===== config.mk =====
export PLATFORM = sky130hd
export DESIGN_NAME = brsc_top
export DESIGN_NICKNAME = d
export VERILOG_FILES = /design/src/brsc_pkg.sv /design/src/brsc_frac_div.sv /design/src/brsc_top.sv
export SDC_FILE = /design/constraint.sdc
export NUM_CORES = 1
export LEC_CHECK = 0
export BUFFER_PORTS_ARGS = -buffer_cell sky130_fd_sc_hd__buf_4
export CORE_UTILIZATION = 31
export DETAILED_ROUTE_END_ITERATION = 16
export PLACE_DENSITY = 0.51
export SETUP_SLACK_MARGIN = 0.5
export SYNTH_ARGS = -nofsm -noshare
export SYNTH_HDL_FRONTEND = slang
export SYNTH_SLANG_ARGS = --single-unit
export TNS_END_PERCENT = 5

===== constraint.sdc =====
create_clock -name clk_i -period 2.89 [get_ports clk_i]
set_input_delay 0 -clock clk_i [delete_from_list [all_inputs] [get_ports clk_i]]
set_output_delay 0 -clock clk_i [all_outputs]
set_load 0.005 [all_outputs]

===== src/brsc_pkg.sv =====
// Package with constants and types for the boot, reset and slow clock sequencer
package brsc_pkg;

  // APB register byte offsets
  localparam logic [7:0] OFF_CTRL    = 8'h00;
  localparam logic [7:0] OFF_STATUS  = 8'h04;
  localparam logic [7:0] OFF_IRQ_ST  = 8'h08;
  localparam logic [7:0] OFF_IRQ_MSK = 8'h0c;
  localparam logic [7:0] OFF_WAKE_EN = 8'h10;
  localparam logic [7:0] OFF_BOOT    = 8'h14;

  // Control register fields
  localparam int CTRL_LOWPWR   = 0;
  localparam int CTRL_MAINON   = 1;
  localparam int CTRL_DL_REQ   = 2;
  localparam int CTRL_SRC_LSB  = 3;

  // Slow clock source modes
  typedef enum logic [1:0] {
    SRC_CRYSTAL = 2'b00,
    SRC_EXT     = 2'b01,
    SRC_DERIVED = 2'b10
  } brsc_src_t;

  // Detected slow clock class
  typedef enum logic [1:0] {
    DET_NONE  = 2'b00,
    DET_32K   = 2'b01,
    DET_3K2   = 2'b10
  } brsc_det_t;

  // Boot state machine, Gray along the usual path
  typedef enum logic [2:0] {
    BS_RESET  = 3'b000,
    BS_SAMPLE = 3'b001,
    BS_LISTEN = 3'b011,
    BS_FLASH  = 3'b010,
    BS_DLOAD  = 3'b110
  } brsc_boot_t;

  // Boot source encoding
  localparam logic [1:0] BOOT_NONE = 2'b00;
  localparam logic [1:0] BOOT_EXT  = 2'b01;
  localparam logic [1:0] BOOT_ROM  = 2'b10;

  // Reset values
  localparam logic [31:0] CTRL_RESET    = 32'h0000_0000;
  localparam logic [11:0] WAKE_EN_RESET = 12'h000;
  localparam logic [11:0] MASK_RESET    = 12'h000;

  // Timing
  localparam int    CLK_HZ         = 40_000_000;
  localparam int    LISTEN_MS      = 1400;
  localparam int    MIN_RESET_MS   = 20;
  localparam longint LISTEN_CYCLES = longint'(CLK_HZ) * LISTEN_MS / 1000;
  localparam int    MAIN_HZ        = 13_000_000;
  localparam int    SLOW_HZ        = 32_768;
  // Detector window: 1 ms of system clock
  localparam int    DET_WIN_CYCLES = CLK_HZ / 1000;
  // Edges per 1 ms window: 32 kHz gives about 32, 3.2 kHz about 3
  localparam logic [7:0] DET_32K_MIN = 8'h14;
  localparam logic [7:0] DET_3K2_MIN = 8'h02;

  // Wake source layout: 2 irq lines, 8 gpio, usb, serial rx
  localparam int WAKE_W = 12;

  typedef struct packed {
    logic        usb;
    logic        rx;
    logic [7:0]  gpio;
    logic [1:0]  irq;
  } brsc_wake_t;

endpackage : brsc_pkg


===== src/brsc_frac_div.sv =====
// Fractional divider making an average slow tick from the main clock
`timescale 1ns/100ps
module brsc_frac_div
  import brsc_pkg::*;
#(
  parameter int REF_HZ = MAIN_HZ,
  parameter int OUT_HZ = SLOW_HZ
)(
  input  wire logic clk_i,
  input  wire logic rstn_i,
  input  wire logic en_i,
  output logic      tick_o
);
  import brsc_pkg::*;

  initial
  begin
    if (OUT_HZ <= 0 || OUT_HZ * 2 > REF_HZ)
      $error("Output rate not reachable");
  end

  // Accumulator wraps on average OUT_HZ times per REF_HZ ticks
  logic [31:0] acc_q;
  logic [31:0] acc_d;
  logic        tick_q;
  logic        tick_d;
  logic [32:0] sum;

  always_comb
  begin
    sum    = {1'b0, acc_q} + 33'(OUT_HZ);
    acc_d  = acc_q;
    tick_d = 1'b0;
    if (en_i)
    begin
      if (sum >= 33'(REF_HZ))
      begin
        acc_d  = 32'(sum - 33'(REF_HZ));
        tick_d = 1'b1;
      end
      else
      begin
        acc_d = sum[31:0];
      end
    end
  end

  always_ff @(posedge clk_i or negedge rstn_i)
  begin
    if (!rstn_i)
    begin
      acc_q  <= 32'h0000_0000;
      tick_q <= 1'b0;
    end
    else
    begin
      acc_q  <= acc_d;
      tick_q <= tick_d;
    end
  end

  assign tick_o = tick_q;

endmodule : brsc_frac_div


===== src/brsc_top.sv =====
// Boot, reset and slow clock sequencer with APB registers
//
// The APB register port and the placing of the registers were chosen for this implementation.
`timescale 1ns/100ps
module brsc_top
  import brsc_pkg::*;
#(
  parameter longint LISTEN_CNT = LISTEN_CYCLES
)(
  input  wire logic        clk_i,
  input  wire logic        rstn_i,
  input  wire logic        main_clk_i,
  input  wire logic        boot_strap_i,
  input  wire logic        xtal_clk_i,
  input  wire logic        slow_clk_in_i,
  input  wire logic        ext_irq_line_a_i,
  input  wire logic        ext_irq_line_b_i,
  input  wire logic [7:0]  gpio_i,
  input  wire logic        usb_activity_i,
  input  wire logic        serial_rx_i,
  input  wire logic        debug_serial_tx_i,
  input  wire logic        host_serial_tx_i,
  input  wire logic        psel_i,
  input  wire logic        penable_i,
  input  wire logic        pwrite_i,
  input  wire logic [7:0]  paddr_i,
  input  wire logic [31:0] pwdata_i,
  output logic [31:0]      prdata_o,
  output logic             pready_o,
  output logic             pslverr_o,
  output logic             debug_serial_out_o,
  output logic             host_serial_out_o,
  output logic             cpu_run_o,
  output logic [1:0]       boot_src_o,
  output logic             timing_ref_o,
  output logic             wake_o,
  output logic             irq_o
);
  import brsc_pkg::*;

  initial
  begin
    if (LISTEN_CNT < 1 || LISTEN_CNT > 64'h0000_0000_FFFF_FFFF)
      $error("Listen count out of range");
  end

  // Two-flop synchronisers for every pin input except the two serial transmit lines
  localparam int NS = 16;
  logic [NS-1:0] pin_raw;
  logic [NS-1:0] s1_q;
  logic [NS-1:0] s2_q;
  assign pin_raw = {usb_activity_i, serial_rx_i, gpio_i, ext_irq_line_b_i,
                    ext_irq_line_a_i, boot_strap_i, xtal_clk_i, slow_clk_in_i,
                    main_clk_i};

  always_ff @(posedge clk_i or negedge rstn_i)
  begin
    if (!rstn_i)
    begin
      s1_q <= 16'h0000;
      s2_q <= 16'h0000;
    end
    else
    begin
      s1_q <= pin_raw;
      s2_q <= s1_q;
    end
  end

  logic       main_s;
  logic       slow_s;
  logic       xtal_s;
  logic       strap_s;
  brsc_wake_t wake_s;
  assign main_s  = s2_q[0];
  assign slow_s  = s2_q[1];
  assign xtal_s  = s2_q[2];
  assign strap_s = s2_q[3];
  assign wake_s  = s2_q[15:4];

  // Registers; all take defaults under reset
  logic [31:0]       ctrl_q;
  logic [31:0]       ctrl_d;
  logic [WAKE_W-1:0] wen_q;
  logic [WAKE_W-1:0] wen_d;
  logic [WAKE_W-1:0] msk_q;
  logic [WAKE_W-1:0] msk_d;
  logic [WAKE_W-1:0] ist_q;
  logic [WAKE_W-1:0] ist_d;
  logic [WAKE_W-1:0] prev_q;

  logic wr_en;
  assign wr_en = psel_i && penable_i && pwrite_i;

  function automatic logic addr_ok(input logic [7:0] a);
    addr_ok = (a == OFF_CTRL) || (a == OFF_STATUS) || (a == OFF_IRQ_ST) ||
              (a == OFF_IRQ_MSK) || (a == OFF_WAKE_EN) || (a == OFF_BOOT);
  endfunction : addr_ok

  // Boot sequencing
  brsc_boot_t bs_q;
  brsc_boot_t bs_d;
  logic [1:0] src_q;
  logic [1:0] src_d;
  logic [31:0] lcnt_q;
  logic [31:0] lcnt_d;

  always_comb
  begin
    bs_d   = bs_q;
    src_d  = src_q;
    lcnt_d = lcnt_q;
    case (bs_q)
      BS_RESET:
      begin
        // Wait an edge so the strap has crossed the synchroniser
        lcnt_d = lcnt_q + 32'h0000_0001;
        if (lcnt_q != 32'h0000_0000)
          bs_d = BS_SAMPLE;
      end
      BS_SAMPLE:
      begin
        // Strap taken once after release, then frozen
        src_d  = strap_s ? BOOT_EXT : BOOT_ROM;
        lcnt_d = 32'h0000_0000;
        bs_d   = strap_s ? BS_FLASH : BS_LISTEN;
      end
      BS_LISTEN:
      begin
        lcnt_d = lcnt_q + 32'h0000_0001;
        if (ctrl_q[CTRL_DL_REQ])
          bs_d = BS_DLOAD;
        else if (lcnt_q >= 32'(LISTEN_CNT - 1))
        begin
          bs_d  = BS_FLASH;
          src_d = BOOT_EXT;
        end
      end
      BS_FLASH:
        bs_d = BS_FLASH;
      BS_DLOAD:
        bs_d = BS_DLOAD;
      default:
        bs_d = BS_RESET;
    endcase
  end

  always_ff @(posedge clk_i or negedge rstn_i)
  begin
    if (!rstn_i)
    begin
      bs_q   <= BS_RESET;
      src_q  <= BOOT_NONE;
      lcnt_q <= 32'h0000_0000;
    end
    else
    begin
      bs_q   <= bs_d;
      src_q  <= src_d;
      lcnt_q <= lcnt_d;
    end
  end

  // Slow clock detection over a fixed window
  logic        det_prev_q;
  logic [7:0]  edges_q;
  logic [7:0]  edges_d;
  logic [31:0] win_q;
  logic [31:0] win_d;
  brsc_det_t   det_q;
  brsc_det_t   det_d;

  always_comb
  begin
    edges_d = edges_q;
    win_d   = win_q + 32'h0000_0001;
    det_d   = det_q;
    if (slow_s && !det_prev_q && edges_q != 8'hff)
      edges_d = edges_q + 8'h01;
    if (win_q >= 32'(DET_WIN_CYCLES - 1))
    begin
      win_d   = 32'h0000_0000;
      edges_d = 8'h00;
      if (edges_q >= DET_32K_MIN)
        det_d = DET_32K;
      else if (edges_q >= DET_3K2_MIN)
        det_d = DET_3K2;
      else
        det_d = DET_NONE;
    end
  end

  always_ff @(posedge clk_i or negedge rstn_i)
  begin
    if (!rstn_i)
    begin
      det_prev_q <= 1'b0;
      edges_q    <= 8'h00;
      win_q      <= 32'h0000_0000;
      det_q      <= DET_NONE;
    end
    else
    begin
      det_prev_q <= slow_s;
      edges_q    <= edges_d;
      win_q      <= win_d;
      det_q      <= det_d;
    end
  end

  // Slow clock source choice
  brsc_src_t src_mode;
  logic      frac_tick;
  logic      main_prev_q;
  logic      slow_sel;
  logic      sel_prev_q;

  always_comb
  begin
    if (ctrl_q[CTRL_MAINON])
      src_mode = SRC_DERIVED;
    else if (det_q != DET_NONE)
      src_mode = SRC_EXT;
    else
      src_mode = SRC_CRYSTAL;
  end

  // Divider steps on each synchronised main clock rising edge while in derived mode
  brsc_frac_div brsc_frac_div_inst (
    .clk_i  (clk_i),
    .rstn_i (rstn_i),
    .en_i   (main_s && !main_prev_q && src_mode == SRC_DERIVED),
    .tick_o (frac_tick)
  );

  always_comb
  begin
    case (src_mode)
      SRC_EXT:     slow_sel = slow_s && !det_prev_q;
      SRC_DERIVED: slow_sel = frac_tick;
      default:     slow_sel = xtal_s && !sel_prev_q;
    endcase
  end

  always_ff @(posedge clk_i or negedge rstn_i)
  begin
    if (!rstn_i)
    begin
      main_prev_q <= 1'b0;
      sel_prev_q  <= 1'b0;
    end
    else
    begin
      main_prev_q <= main_s;
      sel_prev_q  <= xtal_s;
    end
  end

  // Wake events: per-source enable, edge detect
  logic [WAKE_W-1:0] ev;
  assign ev = wake_s & ~prev_q;

  // Register block
  always_comb
  begin
    ctrl_d  = ctrl_q;
    wen_d   = wen_q;
    msk_d   = msk_q;
    ist_d   = ist_q;
    if (wr_en)
    begin
      case (paddr_i)
        OFF_CTRL:    ctrl_d = {27'h000_0000, pwdata_i[4:0]};
        OFF_IRQ_MSK: msk_d  = pwdata_i[WAKE_W-1:0];
        OFF_WAKE_EN: wen_d  = pwdata_i[WAKE_W-1:0];
        OFF_IRQ_ST:  ist_d  = ist_q & ~pwdata_i[WAKE_W-1:0];
        default:     ctrl_d = ctrl_q;
      endcase
    end
    // Set beats clear in the same cycle
    ist_d = ist_d | ev;
  end

  always_ff @(posedge clk_i or negedge rstn_i)
  begin
    if (!rstn_i)
    begin
      ctrl_q  <= CTRL_RESET;
      wen_q   <= WAKE_EN_RESET;
      msk_q   <= MASK_RESET;
      ist_q   <= 12'h000;
      prev_q  <= 12'h000;
    end
    else
    begin
      ctrl_q  <= ctrl_d;
      wen_q   <= wen_d;
      msk_q   <= msk_d;
      ist_q   <= ist_d;
      prev_q  <= wake_s;
    end
  end

  // Zero-wait APB; read data registered at the setup cycle would be stale,
  // so answer comes combinationally from the freshly decoded value
  assign pready_o  = 1'b1;
  assign pslverr_o = psel_i && penable_i && !addr_ok(paddr_i);
  always_comb
  begin
    case (paddr_i)
      OFF_CTRL:    prdata_o = ctrl_q;
      OFF_STATUS:  prdata_o = {24'h00_0000, 1'b0, bs_q, det_q, src_mode};
      OFF_IRQ_ST:  prdata_o = {20'h0_0000, ist_q};
      OFF_IRQ_MSK: prdata_o = {20'h0_0000, msk_q};
      OFF_WAKE_EN: prdata_o = {20'h0_0000, wen_q};
      OFF_BOOT:    prdata_o = {30'h0000_0000, src_q};
      default:     prdata_o = 32'h0000_0000;
    endcase
  end

  // Outputs; transmit lines forced low while in reset
  logic hold_q;
  logic wake_q;
  logic tref_q;
  always_ff @(posedge clk_i or negedge rstn_i)
  begin
    if (!rstn_i)
    begin
      hold_q <= 1'b1;
      wake_q <= 1'b0;
      tref_q <= 1'b0;
    end
    else
    begin
      hold_q <= 1'b0;
      wake_q <= |(ev & wen_q);
      // Low power swaps baseband reference to the slow tick
      tref_q <= ctrl_q[CTRL_LOWPWR] ? slow_sel : main_s;
    end
  end

  assign debug_serial_out_o = rstn_i && !hold_q && debug_serial_tx_i;
  assign host_serial_out_o  = rstn_i && !hold_q && host_serial_tx_i;
  assign cpu_run_o          = (bs_q != BS_RESET);
  assign boot_src_o         = src_q;
  assign timing_ref_o       = tref_q;
  assign wake_o             = wake_q;
  assign irq_o              = |(ist_q & msk_q);

endmodule : brsc_top


* After elaboration in Yosys (flattened, before gate mapping) *
Index checks and enable logic that the tools add are counted.

storage, ports and cells
  input port bits = 63
  output and inout bits = 42
  register bits = 203
  word-level logic and storage cells = 116

operators by class
  multiplexer cells = 25
  reductions and logical operators = 37
  add/subtract/negate cells = 5
  equality and inequality tests = 16
  magnitude comparators = 5
  bitwise operators = 7

operators by type and width
  operator                number
  $pmux 12 s6             1
  $add 32x1->32 const B   2
  $mux 32                 2
  $pmux 32 s2             1
  $and 12x12->12          4
  $add 32x16->33 const B  1
  $ge 33x24->1 const B    1
  $ge 32x16->1 const B    1
  $ge 32x26->1 const B    1
  $reduce_bool 32->1      1
  $sub 32x24->32 const B  1
  $mux 12                 2
  $not 12->12             2
  $reduce_or 12->1        2
  $eq 8x4->1 const B      2
  $eq 8x5->1 const B      2
  $mux 8                  2
  $pmux 3 s5              1
  $mux 2                  6
  $or 12x12->12           1
  $logic_and 1x1->1       11
  $mux 3                  3
  $add 8x1->8 const B     1
  $eq 8x3->1 const B      1
  other kinds (22)        43

* Longest topological paths before layout *
Gate-level depths: netlist of run 1.

  word-level depth = 8
  mapped depth = 11
  mapped depth without buffers = 10

* Hierarchy *
Synthesis of run 1 repeated with hierarchy kept, for this count alone.

unflattened totals
  cells, all modules = 969
  area, all modules = 9880.7 sq um

modules (own cells, without submodules)
  module         instances  cells each  sequential area each (sq um)  area an instance (sq um)
  brsc_top       1          690         4255.3                        7547.2
  brsc_frac_div  1          279         675.6                         2333.5

* Worst setup path after synthesis of run 1 *
Ideal clock, no wire load.

  path type = reg2reg
  from = reg brsc_frac_div_inst.acc_q[16]
  to = reg brsc_frac_div_inst.acc_q[22]
  cell stages (with the launch flop) = 12
  required time = 2.810 ns
  library setup time = 0.080 ns
  path buffers = 2
  slack = 0.190 ns
  period minus slack after synthesis = 2.700 ns
  data arrival time = 2.620 ns
  path through = dfrtp_1 > ha_1 > buf_2 > a21oi_1 > mux2_2 > a22oi_1 > nor4b_4 > or2_2 > buf_2 > o21ai_0 > mux2i_1 > xnor2_1

on the way
  cells in the longest elaborated chain, start to end = 3
  elaborated cells on any way between the ends = 4
  classes of those cells = add/sub: 2; order compare: 1; mux: 1

RTL lines
  element                                                RTL line                                  RTL
  start: declaration                                     brsc_frac_div.sv:23                       logic [31:0] acc_q;
  start signal: assignment                               brsc_frac_div.sv:52                       acc_q <= 32'h0000_0000;
  start signal: assignment                               brsc_frac_div.sv:57                       acc_q <= acc_d;
  $add 32x16->33 *                                       brsc_frac_div.sv:31                       sum = {1'b0, acc_q} + 33'(OUT_HZ);
  $sub 32x24->32 / $ge 33x24->1 (equally long branches)  brsc_frac_div.sv:38, brsc_frac_div.sv:36
  $mux 32 *                                              brsc_frac_div.sv:36                       if (sum >= 33'(REF_HZ))

Every way passes the cells marked *; elsewhere a longest branch is shown, timed or not.
A chain may end at the register's enable or synchronous reset.

* Worst setup path in the final report of run 1 *
  from = reg brsc_frac_div_inst.acc_q[15]
  to = reg brsc_frac_div_inst.acc_q[30]

The elaborated chain is that of the path after synthesis.

==> results of run 1 <==
[worst max-delay path, cell delays in order (launching register included)]
cell and delay, ps:
dfrtp_2 450, and2_4 200, o31a_1 310, o32a_4 340, nor4b_4 320, a211oi_2 120, or4b_4 550, a21oi_2 140
xor2_1 150
[through the flow]
stage / instance area [um^2] / instances / setup slack, ps / hold WS [ps] / util [%]
2_1_floorplan: 9760 / 976 / 331 / -296 / -
3_3_place_gp: 10700 / 1408 / 103 / 110 / 35.7
3_5_place_dp: 10700 / 1408 / 32.7 / 110 / 35.7
4_1_cts: 11600 / 1474 / 177 / 78.4 / 38.8
5_1_grt: 11800 / 1478 / 118 / 106 / 39.2
6_report: 11800 / 1478 / 237 / 106 / 39.2
[flip-flops by register name, indices dropped and copies added, names as in the netlist]
signal and cells:
wake_o 1, brsc_frac_div_inst.tick_o 1, s2_q 16, wen_q 12, boot_src_o 2, bs_q 3, main_prev_q 1, sel_prev_q 1
det_q 2, prev_q 12, msk_q 12, timing_ref_o 1, ist_q 12, brsc_frac_div_inst.acc_q 26, det_prev_q 1, ctrl_q 5
win_q 32, lcnt_q 32, edges_q 8, s1_q 16, hold_q 1
[power groups by stage]
| stage | sequential [mW] | clock [mW] | combinational [mW] |
|---|---|---|---|
| final | 2.97 | 2.28 | 0.959 |
| after global routing | 2.99 | 2.48 | 1.09 |
| after CTS | 2.97 | 2.38 | 0.977 |
| after detailed placement | 3.02 | 0 | 0.936 |
| after global placement | 3.02 | 0 | 0.932 |
| after floorplan | 2.97 | 0 | 0.591 |
[cell type report]
cell class                 instances  area, um^2  area share [%]
clock buffer                      18         439            3.73
clock inverter                    13         114           0.968
inverter                          16        60.1           0.511
multi-input combinational        702        4570            38.8
sequential                       197        4930            41.9
tap                              390         488            4.15
timing repair buffer             142        1160            9.87
[cells in the mapped netlist, types with 6 or more instances]
| cell | count |
|---|---|
| a21o_1 | 17 |
| a21oi_1 | 39 |
| a221oi_1 | 10 |
| a22o_1 | 14 |
| a22oi_1 | 8 |
| a31oi_1 | 11 |
| and2_1 | 8 |
| and3_1 | 22 |
| and4_1 | 6 |
| buf_1 | 6 |
| buf_2 | 11 |
| buf_4 | 22 |
| clkbuf_1 | 21 |
| dfrtp_1 | 196 |
| ha_1 | 8 |
| inv_1 | 15 |
| mux2_2 | 33 |
| mux2i_1 | 11 |
| nand2_1 | 108 |
| nand2b_1 | 7 |
| nand3_1 | 29 |
| nand4_1 | 13 |
| nor2_1 | 64 |
| nor2b_1 | 18 |
| nor3_1 | 19 |
| nor4_1 | 15 |
| o21ai_0 | 67 |
| o31ai_1 | 10 |
| or3_1 | 8 |
| xnor2_1 | 24 |
| xor2_1 | 23 |
[how the worst max path moves through the flow]
stage / start / endpoint / slack [ps] / depth (start not counted)
floorplan: brsc_frac_div_inst.acc_q[15] / brsc_frac_div_inst.acc_q[30] / 330 / 9
global placement: brsc_frac_div_inst.acc_q[15] / brsc_frac_div_inst.acc_q[30] / 100 / 8
detailed placement: brsc_frac_div_inst.acc_q[15] / brsc_frac_div_inst.acc_q[30] / 30 / 8
CTS: brsc_frac_div_inst.acc_q[15] / brsc_frac_div_inst.acc_q[30] / 180 / 9
global route: brsc_frac_div_inst.acc_q[16] / brsc_frac_div_inst.acc_q[30] / 120 / 9
finish: brsc_frac_div_inst.acc_q[15] / brsc_frac_div_inst.acc_q[30] / 240 / 8
[cell families after synthesis]
kind of cell	Yosys count	share of synthesized area, %
AO/OA/AOI/OAI	220	15.3
AND/OR/NAND/NOR	345	18.6
buffers and inverters	77	4.11
XOR/XNOR	47	4.30
flip-flops	197	51.6
other	2	0.0785
adder cells (fa/ha/maj)	8	1.05
multiplexers	44	5.04
[what timing repair did]
action,4_1_cts,5_1_grt
pin swaps,9,9
gates resized for setup,8,16
hold buffers,29,0
buffers inserted,6,4
endpoints found under the setup margin,31,37
hold endpoints to repair,138,0
cloned,0,0
[layer usage]
| layer | track usage (%) | share of wire [%] | wire length [um] | vias to the layer above |
|---|---|---|---|---|
| li1 | - | - | - | 3606 |
| met1 | 20.5 | 49 | 11100 | 3614 |
| met3 | 2.89 | 3.2 | 726 | 15 |
| met5 | 0 | 0 | 0 | - |
| met2 | 24.4 | 47 | 10900 | 118 |
| met4 | 4.20 | 0.98 | 224 | 0 |
==> results.md, run 1 <==
* Fillers at 2943
* Die area at 31600 um^2
* Hold_sp: paddr_i[4]
* Top FF cell, synth: dfrtp_1
* First-pass GRT wire length at 37500 um
* DR WL/cell at 15.5 um
* Clock share of power at 36.7%
* Post-DP HPWL at 15700 um
* Worst flop-to-flop path endpoint: brsc_frac_div_inst.acc_q[30]
* Clock skew at 16.1 ps
* Worst R2R Setup Slack at 240 ps
* Worst-margin pin slew at 967 ps
* Internal at 4.38 mW
* Area delta synth->final at 23.0%
* Syn. warnings at 0
* Die height at 178 um
* Hold Path Depth at 3
* DR pass1 iterations at 4
* Max cap viols at 0
* # diodes at 0
* Initial antenna violation count at 1
* I/O Buffers at 63
* Worst Hold Path EP: msk_q[7]
* Max-slew violation count at 0
* Final WL at 23000 um
* FF-to-FF path depth at 8
* Critical Path RT at 3250 ps
* Row count at 63
* Total gr overflow at 0
* Avg Cell Area, Syn at 10.2 um^2
* Fraction of layout cells with a size suffix above 1 at 20.7%
* TritonCTS Buffers at 17
* Clk pin slew, worst setup/hold paths at 80 ps
* I/O Pins at 105
* CTS tree: yes
* Nets at 1147
* Synth top area share at 51.3%
* P_sw at 1.83 mW
* Number of enable flip-flop cells after synthesis at 0
* Crit path kind: reg2reg
* Relative slew slack at 33.9%
* CTS max path bufs at 2
* VDD IR max at 0.420 mV
* Seq pwr share at 47.8%
* Synth Instances at 940
* Number of global-route vias before repair at 7194
* Ys async rst share at 100%
* CP Max Fanout at 5
* Worst-Skew Late Latency at 440 ps
* DR vias at 7353
* TNS Setup at 0 ps
* Status: finished, final reports clean
* Flop and latch count out of synthesis at 197
* Post-Syn Area at 9560 um^2
* Overall Power at 6.20 mW
* Largest net degree at the start of global routing at 91
* Fin crit period at 2650 ps
* Sw frac at 29.4%
* Vias per cell at 4.97
* Final hold vios at 0
* CTS sink count at 197
* R2r startpoint: brsc_frac_div_inst.acc_q[15]
* Initial detailed-routing violation count at 493
* DRC at 0
* Pwr/cell area at 528 nW/um^2
* Most frequent cells in the layout: dfrtp_1 (194), buf_4 (110), nand2_1 (107)
* Max Freq at 377 MHz
* Starting Density at 31.8%
* Die W at 178 um
* Post-synth cell types at 72
* Commonest non-fill, non-tap cell in the layout: dfrtp_1
* Synth area leaders: dfrtp_1 (51%), nand2_1 (4.2%), mux2_2 (3.9%), o21ai_0 (3.5%), nor2_1 (2.5%)
* Total GRT Usage at 15.1%
* Leak at 5.12 nW
* Count of final setup violators at 0
* Root buf cell: clkbuf_16
* Core area at 30000 um^2
* Type of the tightest min-delay check: in2reg
* Final period utilization at 91.8%
* Routability Congestion at 0.851
* Yosys top cell by area: dfrtp_1
* Post-DRT Antenna Nets at 0
* RSZ-0062 raised after global routing: true
* Worst path arrival time at 3010 ps
* Startpoint types: register
* Post-synthesis sequential area ratio at 51.6%
* H-tree levels at 4
* Critical Path Sink Type: register
* Comb pwr share at 15.4%
Power figures use the tool's default switching activity.
==> run 2, diff against run 1 <==
Settings changed: CELL_PAD_IN_SITES_DETAIL_PLACEMENT set to 1, CELL_PAD_IN_SITES_GLOBAL_PLACEMENT set to 1, PLACE_DENSITY 0.51 to 0.62.
Clock period 2.89 ns to 2.2 ns, I/O delays scaled along.
==> run 2 against run 1 <==
Net effect:
- the run now ends with setup timing left
- critical path depth rose by 1
- routed wire length rose by 18%
- register-to-register slack got worse by 730 ps
- combinational power rose by 50%
- die area did not move
- utilization rose by 4.2 points
- sequential share of layout area fell by 4.1 points
- sequential power rose by 31%
- fmax fell by 1.4%
==> results.md, run 2 (same netlist as run 1, synthesis figures left out) <==
* Met1 GRT Util at 23.5%
* Critical Path RT at 2570 ps
* Leak at 5.67 nW
* Routability Congestion at 0.848
* Count of final setup violators at 27
* Peak per-stage delay on the critical path at 530 ps
* Vias per cell at 5.06
* CP delay by family, top: simple AND/OR/NAND/NOR gates
* Status: complete, but fails checks
* Critical Path Slowest Stage Cell: or4b_1
* Pwr/cell area at 644 nW/um^2
* Worst path bufs/invs at 1
* CTS tree: yes
* DP Area at 11500 um^2
* H-tree levels at 4
* # diodes at 0
* Fin crit period at 2690 ps
* Met3 Usage GRT at 3.13%
* Cells after DPL at 1503
* Failing checks: setup timing
* DR vias at 7970
* Max cap viols at 0
* Initial detailed-routing violation count at 398
* Commonest non-fill, non-tap cell in the layout: buf_4
* Total GRT Usage at 17.7%
* Post-DP HPWL at 18600 um
* DRC at 0
* Die area at 31600 um^2
* RSZ-0062 raised after global routing: true
* Startpoint types: register
* Sequential cell area at 4940 um^2
* CTS max path bufs at 2
* Overall Power at 8.39 mW
* Final setup margin at -490 ps
* DR pass1 iterations at 4
* GR peak layer: met2
* Worst-Skew Late Latency at 450 ps
* Total gr overflow at 0
* CTS sink count at 197
* Number of global-route vias before repair at 8325
* Clock skew at 17.3 ps
* Area of the multi-input gates at 4990 um^2
* I/O Buffers at 63
* I/O Pins at 105
* Critical path depth at 9
* Final WL at 27100 um
* Largest net degree at the start of global routing at 64
* VDD IR max at 0.556 mV
* Max Freq at 372 MHz
* Critical-path cell list: buf_4 > and2_4 > o31a_1 > o32a_4 > nor4b_4 > a211oi_2 > or4b_1 > a21oi_2 > xor2_1
* Core area at 30000 um^2
* Type of the tightest min-delay check: in2async
* Starting Density at 31.8%
* Row count at 63
* Initial antenna violation count at 0
* Clk pin slew, worst setup/hold paths at 80 ps
* Root buf cell: clkbuf_16
* Die height at 178 um
* Final Cell Area at 13000 um^2
* DR WL/cell at 17.2 um
* First-pass GRT wire length at 43800 um
* FF-to-FF path depth at 9
* Relative slew slack at 57.5%
* Final hold vios at 0
* Nets at 1243
* CP Max Fanout at 4
* Fraction of layout cells with a size suffix above 1 at 32.9%
* Post-DRT Antenna Nets at 0
* Max-slew violation count at 0
* TNS Setup at -9730 ps
* Area delta synth->final at 36.2%
* Die W at 178 um
* Critical Path Sink Type: register
* Fin cells at 1575
* Most frequent cells in the layout: buf_4 (195), dfrtp_1 (191), nand2_1 (104)
* Crit path kind: reg2reg
* Routing usage on met2 at 29.2%
* TritonCTS Buffers at 17
* Final period utilization at 122%
* Top flop regs: lcnt_q x32, win_q x32, brsc_frac_div_inst.acc_q x26
* Worst-margin pin slew at 631 ps
* Fillers at 3361
* Worst path arrival time at 3060 ps
## run 2: report_power, final
part	internal [mW]	switching [mW]
sequential	3.76	0.141
combinational	0.571	0.865
clock	1.50	1.55
total	5.83	2.56
## run 2: final timing paths
| path | start | slack, ps | endpoint |
|---|---|---|---|
| hold / removal | rstn_i | 100 | lcnt_q[10] |
| min in group clk_i | boot_strap_i | 200 | s1_q[3] |
| hold reg to reg | s1_q[5] | 350 | s2_q[5] |
| setup reg to reg | brsc_frac_div_inst.acc_q[15] | -490 | brsc_frac_div_inst.acc_q[30] |
| setup / recovery | brsc_frac_div_inst.acc_q[15] | -490 | brsc_frac_div_inst.acc_q[30] |
| max in group asynchronous | rstn_i | 1250 | hold_q |
## run 2: cell type report
| class | count | area share, % |
|---|---|---|
| clock inverter | 14 | 1.08 |
| tap | 390 | 3.75 |
| clock buffer | 18 | 3.29 |
| inverter | 16 | 0.461 |
| sequential | 197 | 37.9 |
| timing repair buffer | 238 | 15.2 |
| multi-input combinational | 702 | 38.3 |
## run 2: routing by layer
metal / up-vias / wire length, um
met1: 4061 / 12700
li1: 3785 / -
met4: 0 / 371
met3: 27 / 696
met2: 97 / 13300
met5: - / 0
## run 2: what timing repair did
| item | CTS | global route |
|---|---|---|
| hold endpoints to repair | 118 | 0 |
| gates resized for setup | 20 | 132 |
| endpoints found under the setup margin | 78 | 88 |
| pin swaps | 13 | 68 |
| buffers inserted | 5 | 6 |
| hold buffers | 29 | 0 |
## run 2: stage by stage
step | util, % | setup WS, ps | hold WS, ps
detailed placement | 38.2 | -518 | 41.4
CTS | 41.5 | -422 | 110
floorplan | - | -359 | -296
global route | 43.4 | -617 | 135
global placement | 38.2 | -463 | 41.3
finish | 43.4 | -490 | 101
==> run 3, diff against run 2 <==
Settings changed: ABC_AREA set to 1, MAX_ROUTING_LAYER set to met4, PLACE_DENSITY 0.62 to 0.64.
==> run 3 against run 2 <==
Net effect:
- the flow now finishes without violations
- clock skew decreased by 9.3 ps
- area after synthesis grew 4.0%
- design area is 0.53% lower
- final cell count rose by 17%
- largest cell class is now flip-flops and latches
==> results.md, run 3 <==
* Status: finished, final reports clean
* Post-DP HPWL at 20300 um
* Total gr overflow at 0
* Fraction of layout cells with a size suffix above 1 at 23.3%
* Synth area leaders: dfrtp_1 (49%), nand2_1 (13%), inv_1 (5.8%), nor2_1 (4.5%), nand3_1 (4.3%)
* Max Freq at 461 MHz
* Nets at 1497
* Cells after DPL at 1767
* Number of enable flip-flop cells after synthesis at 0
* # diodes at 0
* Area of the multi-input gates at 4930 um^2
* Peak per-stage delay on the critical path at 450 ps
* Avg Cell Area, Syn at 7.96 um^2
* Post-Syn Area at 9950 um^2
* Post-synth cell types at 50
* CTS tree: yes
* Critical Path Slowest Stage Cell: dfrtp_2
* Max cap viols at 0
* Max-slew violation count at 0
* DRC at 0
* Leak at 5.97 nW
* First-pass GRT wire length at 47000 um
* Die W at 181 um
* Initial antenna violation count at 0
* Synth top area share at 49.3%
* Die height at 181 um
* I/O Buffers at 63
* DR WL/cell at 15.4 um
* Yosys top cell by area: dfrtp_1
* Critical Path Sink Type: register
* Final hold vios at 0
* Starting Density at 31.5%
* Type of the tightest min-delay check: in2async
* Worst-margin pin slew at 949 ps
* Most frequent cells in the layout: nand2_1 (310), dfrtp_1 (184), inv_1 (138)
* Top flop regs: lcnt_q x32, win_q x32, brsc_frac_div_inst.acc_q x26
* Fin crit period at 2170 ps
* Fillers at 3807
* I/O Pins at 105
* CTS sink count at 197
* Commonest non-fill, non-tap cell in the layout: nand2_1
* Clk pin slew, worst setup/hold paths at 70 ps
* Sequential cell area at 4950 um^2
* Initial detailed-routing violation count at 466
* Pwr/cell area at 639 nW/um^2
* Root buf cell: clkbuf_16
* Critical Path RT at 2540 ps
* Synth Instances at 1250
* Core area at 31600 um^2
* DR vias at 8824
* Die area at 32800 um^2
* Post-synthesis sequential area ratio at 49.6%
* Clock skew at 7.99 ps
* H-tree levels at 4
* Final WL at 28300 um
* Critical-path cell list: ha_4 > buf_4 > inv_1 > nor2_1 > a21oi_1 > nand2_1 > nand2_2 > nand2_4 > nand2_4 > nand2_4 > nor2_8 > nand2_8 > buf_4 > nand2_1 > nand2_1 > nand2_1 > nand2_1
* Ys async rst share at 100%
* Worst-Skew Late Latency at 440 ps
* Total GRT Usage at 18.3%
* CP Max Fanout at 8
* Fin cells at 1840
* DR pass1 iterations at 4
* Worst path arrival time at 2500 ps
* Routability Congestion at 0.837
* Area delta synth->final at 30.3%
* Most used cell, CP: nand2_1
* Most frequent cell after synthesis: nand2_1
* Post-synth top cells: nand2_1 (343), dfrtp_1 (196), inv_1 (155)
* Final Cell Area at 13000 um^2
* Count of final setup violators at 0
* Row count at 65
* Final period utilization at 98.5%
* Post-DRT Antenna Nets at 0
* Vias per cell at 4.80
* Largest net degree at the start of global routing at 79
* Flop and latch count out of synthesis at 197
* VDD IR max at 0.610 mV
* DP Area at 11400 um^2
* Number of global-route vias before repair at 9309
* Syn. warnings at 0
* Top FF cell, synth: dfrtp_1
* RSZ-0062 raised after global routing: true
* TritonCTS Buffers at 17
* Crit path kind: reg2reg
* CTS max path bufs at 2
* Relative slew slack at 36.5%
* Startpoint types: register
run 3: cell types whose count changed in the layout (fill, tap and decap cells not counted), moves of 20 or more:
cell     change
xnor2_1     -20
nor2_1      +56
nand2_1    +206
nand2_2     +25
inv_1      +123
buf_4       -74
mux2_2      -32
nand3_1     +45
run 3: path summary, 6_finish.rpt:
kind                                         startpoint                      endpoint  slack (ps)  cells past startpoint
hold reg to reg                                 s1_q[7]                       s2_q[7]         340                      0
hold / removal                                   rstn_i                    lcnt_q[29]         180                      3
max in group asynchronous                        rstn_i                     lcnt_q[2]         650                      3
setup / recovery           brsc_frac_div_inst.acc_q[16]  brsc_frac_div_inst.acc_q[16]          30                     17
setup reg to reg           brsc_frac_div_inst.acc_q[16]  brsc_frac_div_inst.acc_q[16]          30                     17
min in group clk_i                           paddr_i[2]                      ist_q[1]         190                      6
run 3: cell families (layout without fill, tap and decap cells):
family	count (synthesis)	in the layout	share of synthesized area, %
flops	197	197	49.6
compound gates	166	166	10.1
simple gates	659	659	29.2
fa+ha+maj	8	8	1.01
buf+inv	202	354	8.62
xor+xnor	16	16	1.41
other cells	2	38	0.0755
run 3: metrics by stage:
step                      setup slack (ps)  TNS [ps]  hold WS [ps]  util, %  power, mW
final                                 32.3         0           182     41.1       8.28
after global routing                 -83.8     -1260           179     41.1       8.67
after CTS                             72.1         0           144     39.0       8.22
after detailed placement             -43.1      -118         -99.8     36.0       5.00
after global placement                2.83         0         -98.9     36.0       4.97
after floorplan                        202         0          -296        -       4.48
run 3: where the power goes:
group          switching (mW)  internal (mW)  leakage [nW]
combinational           0.843          0.456          3.18
sequential              0.101           3.76          2.51
clock                    1.48           1.64         0.277
run 3: per-layer routing:
metal | global-route usage (%) | wire, um | up-vias
li1 | - | - | 4387
met1 | 24.3 | 13800 | 4327
met2 | 29.6 | 13600 | 95
met3 | 2.92 | 642 | 15
met4 | 3.66 | 227 | 0
met5 | - | 0 | -
run 3: layout make-up:
| type | count | share of cell area, % |
|---|---|---|
| multi-input combinational | 887 | 38.1 |
| clock buffer | 19 | 3.49 |
| clock inverter | 12 | 0.898 |
| timing repair buffer | 164 | 10.7 |
| inverter | 159 | 4.74 |
| tap | 402 | 3.88 |
| sequential | 197 | 38.2 |
run 3: timing repair:
action,CTS,global route
endpoints found under the setup margin,86,100
resized for setup,15,177
buffers inserted,3,9
hold buffers,30,0
endpoints found under the hold margin,253,0
pin swaps,9,65
run 3: worst max-delay path: cells and delay by family, from the launching register on:
family	cells	cell delay, ps
simple gates	12	900
flops	1	450
fa+ha+maj	1	210
buf+inv	3	340
compound gates	1	130
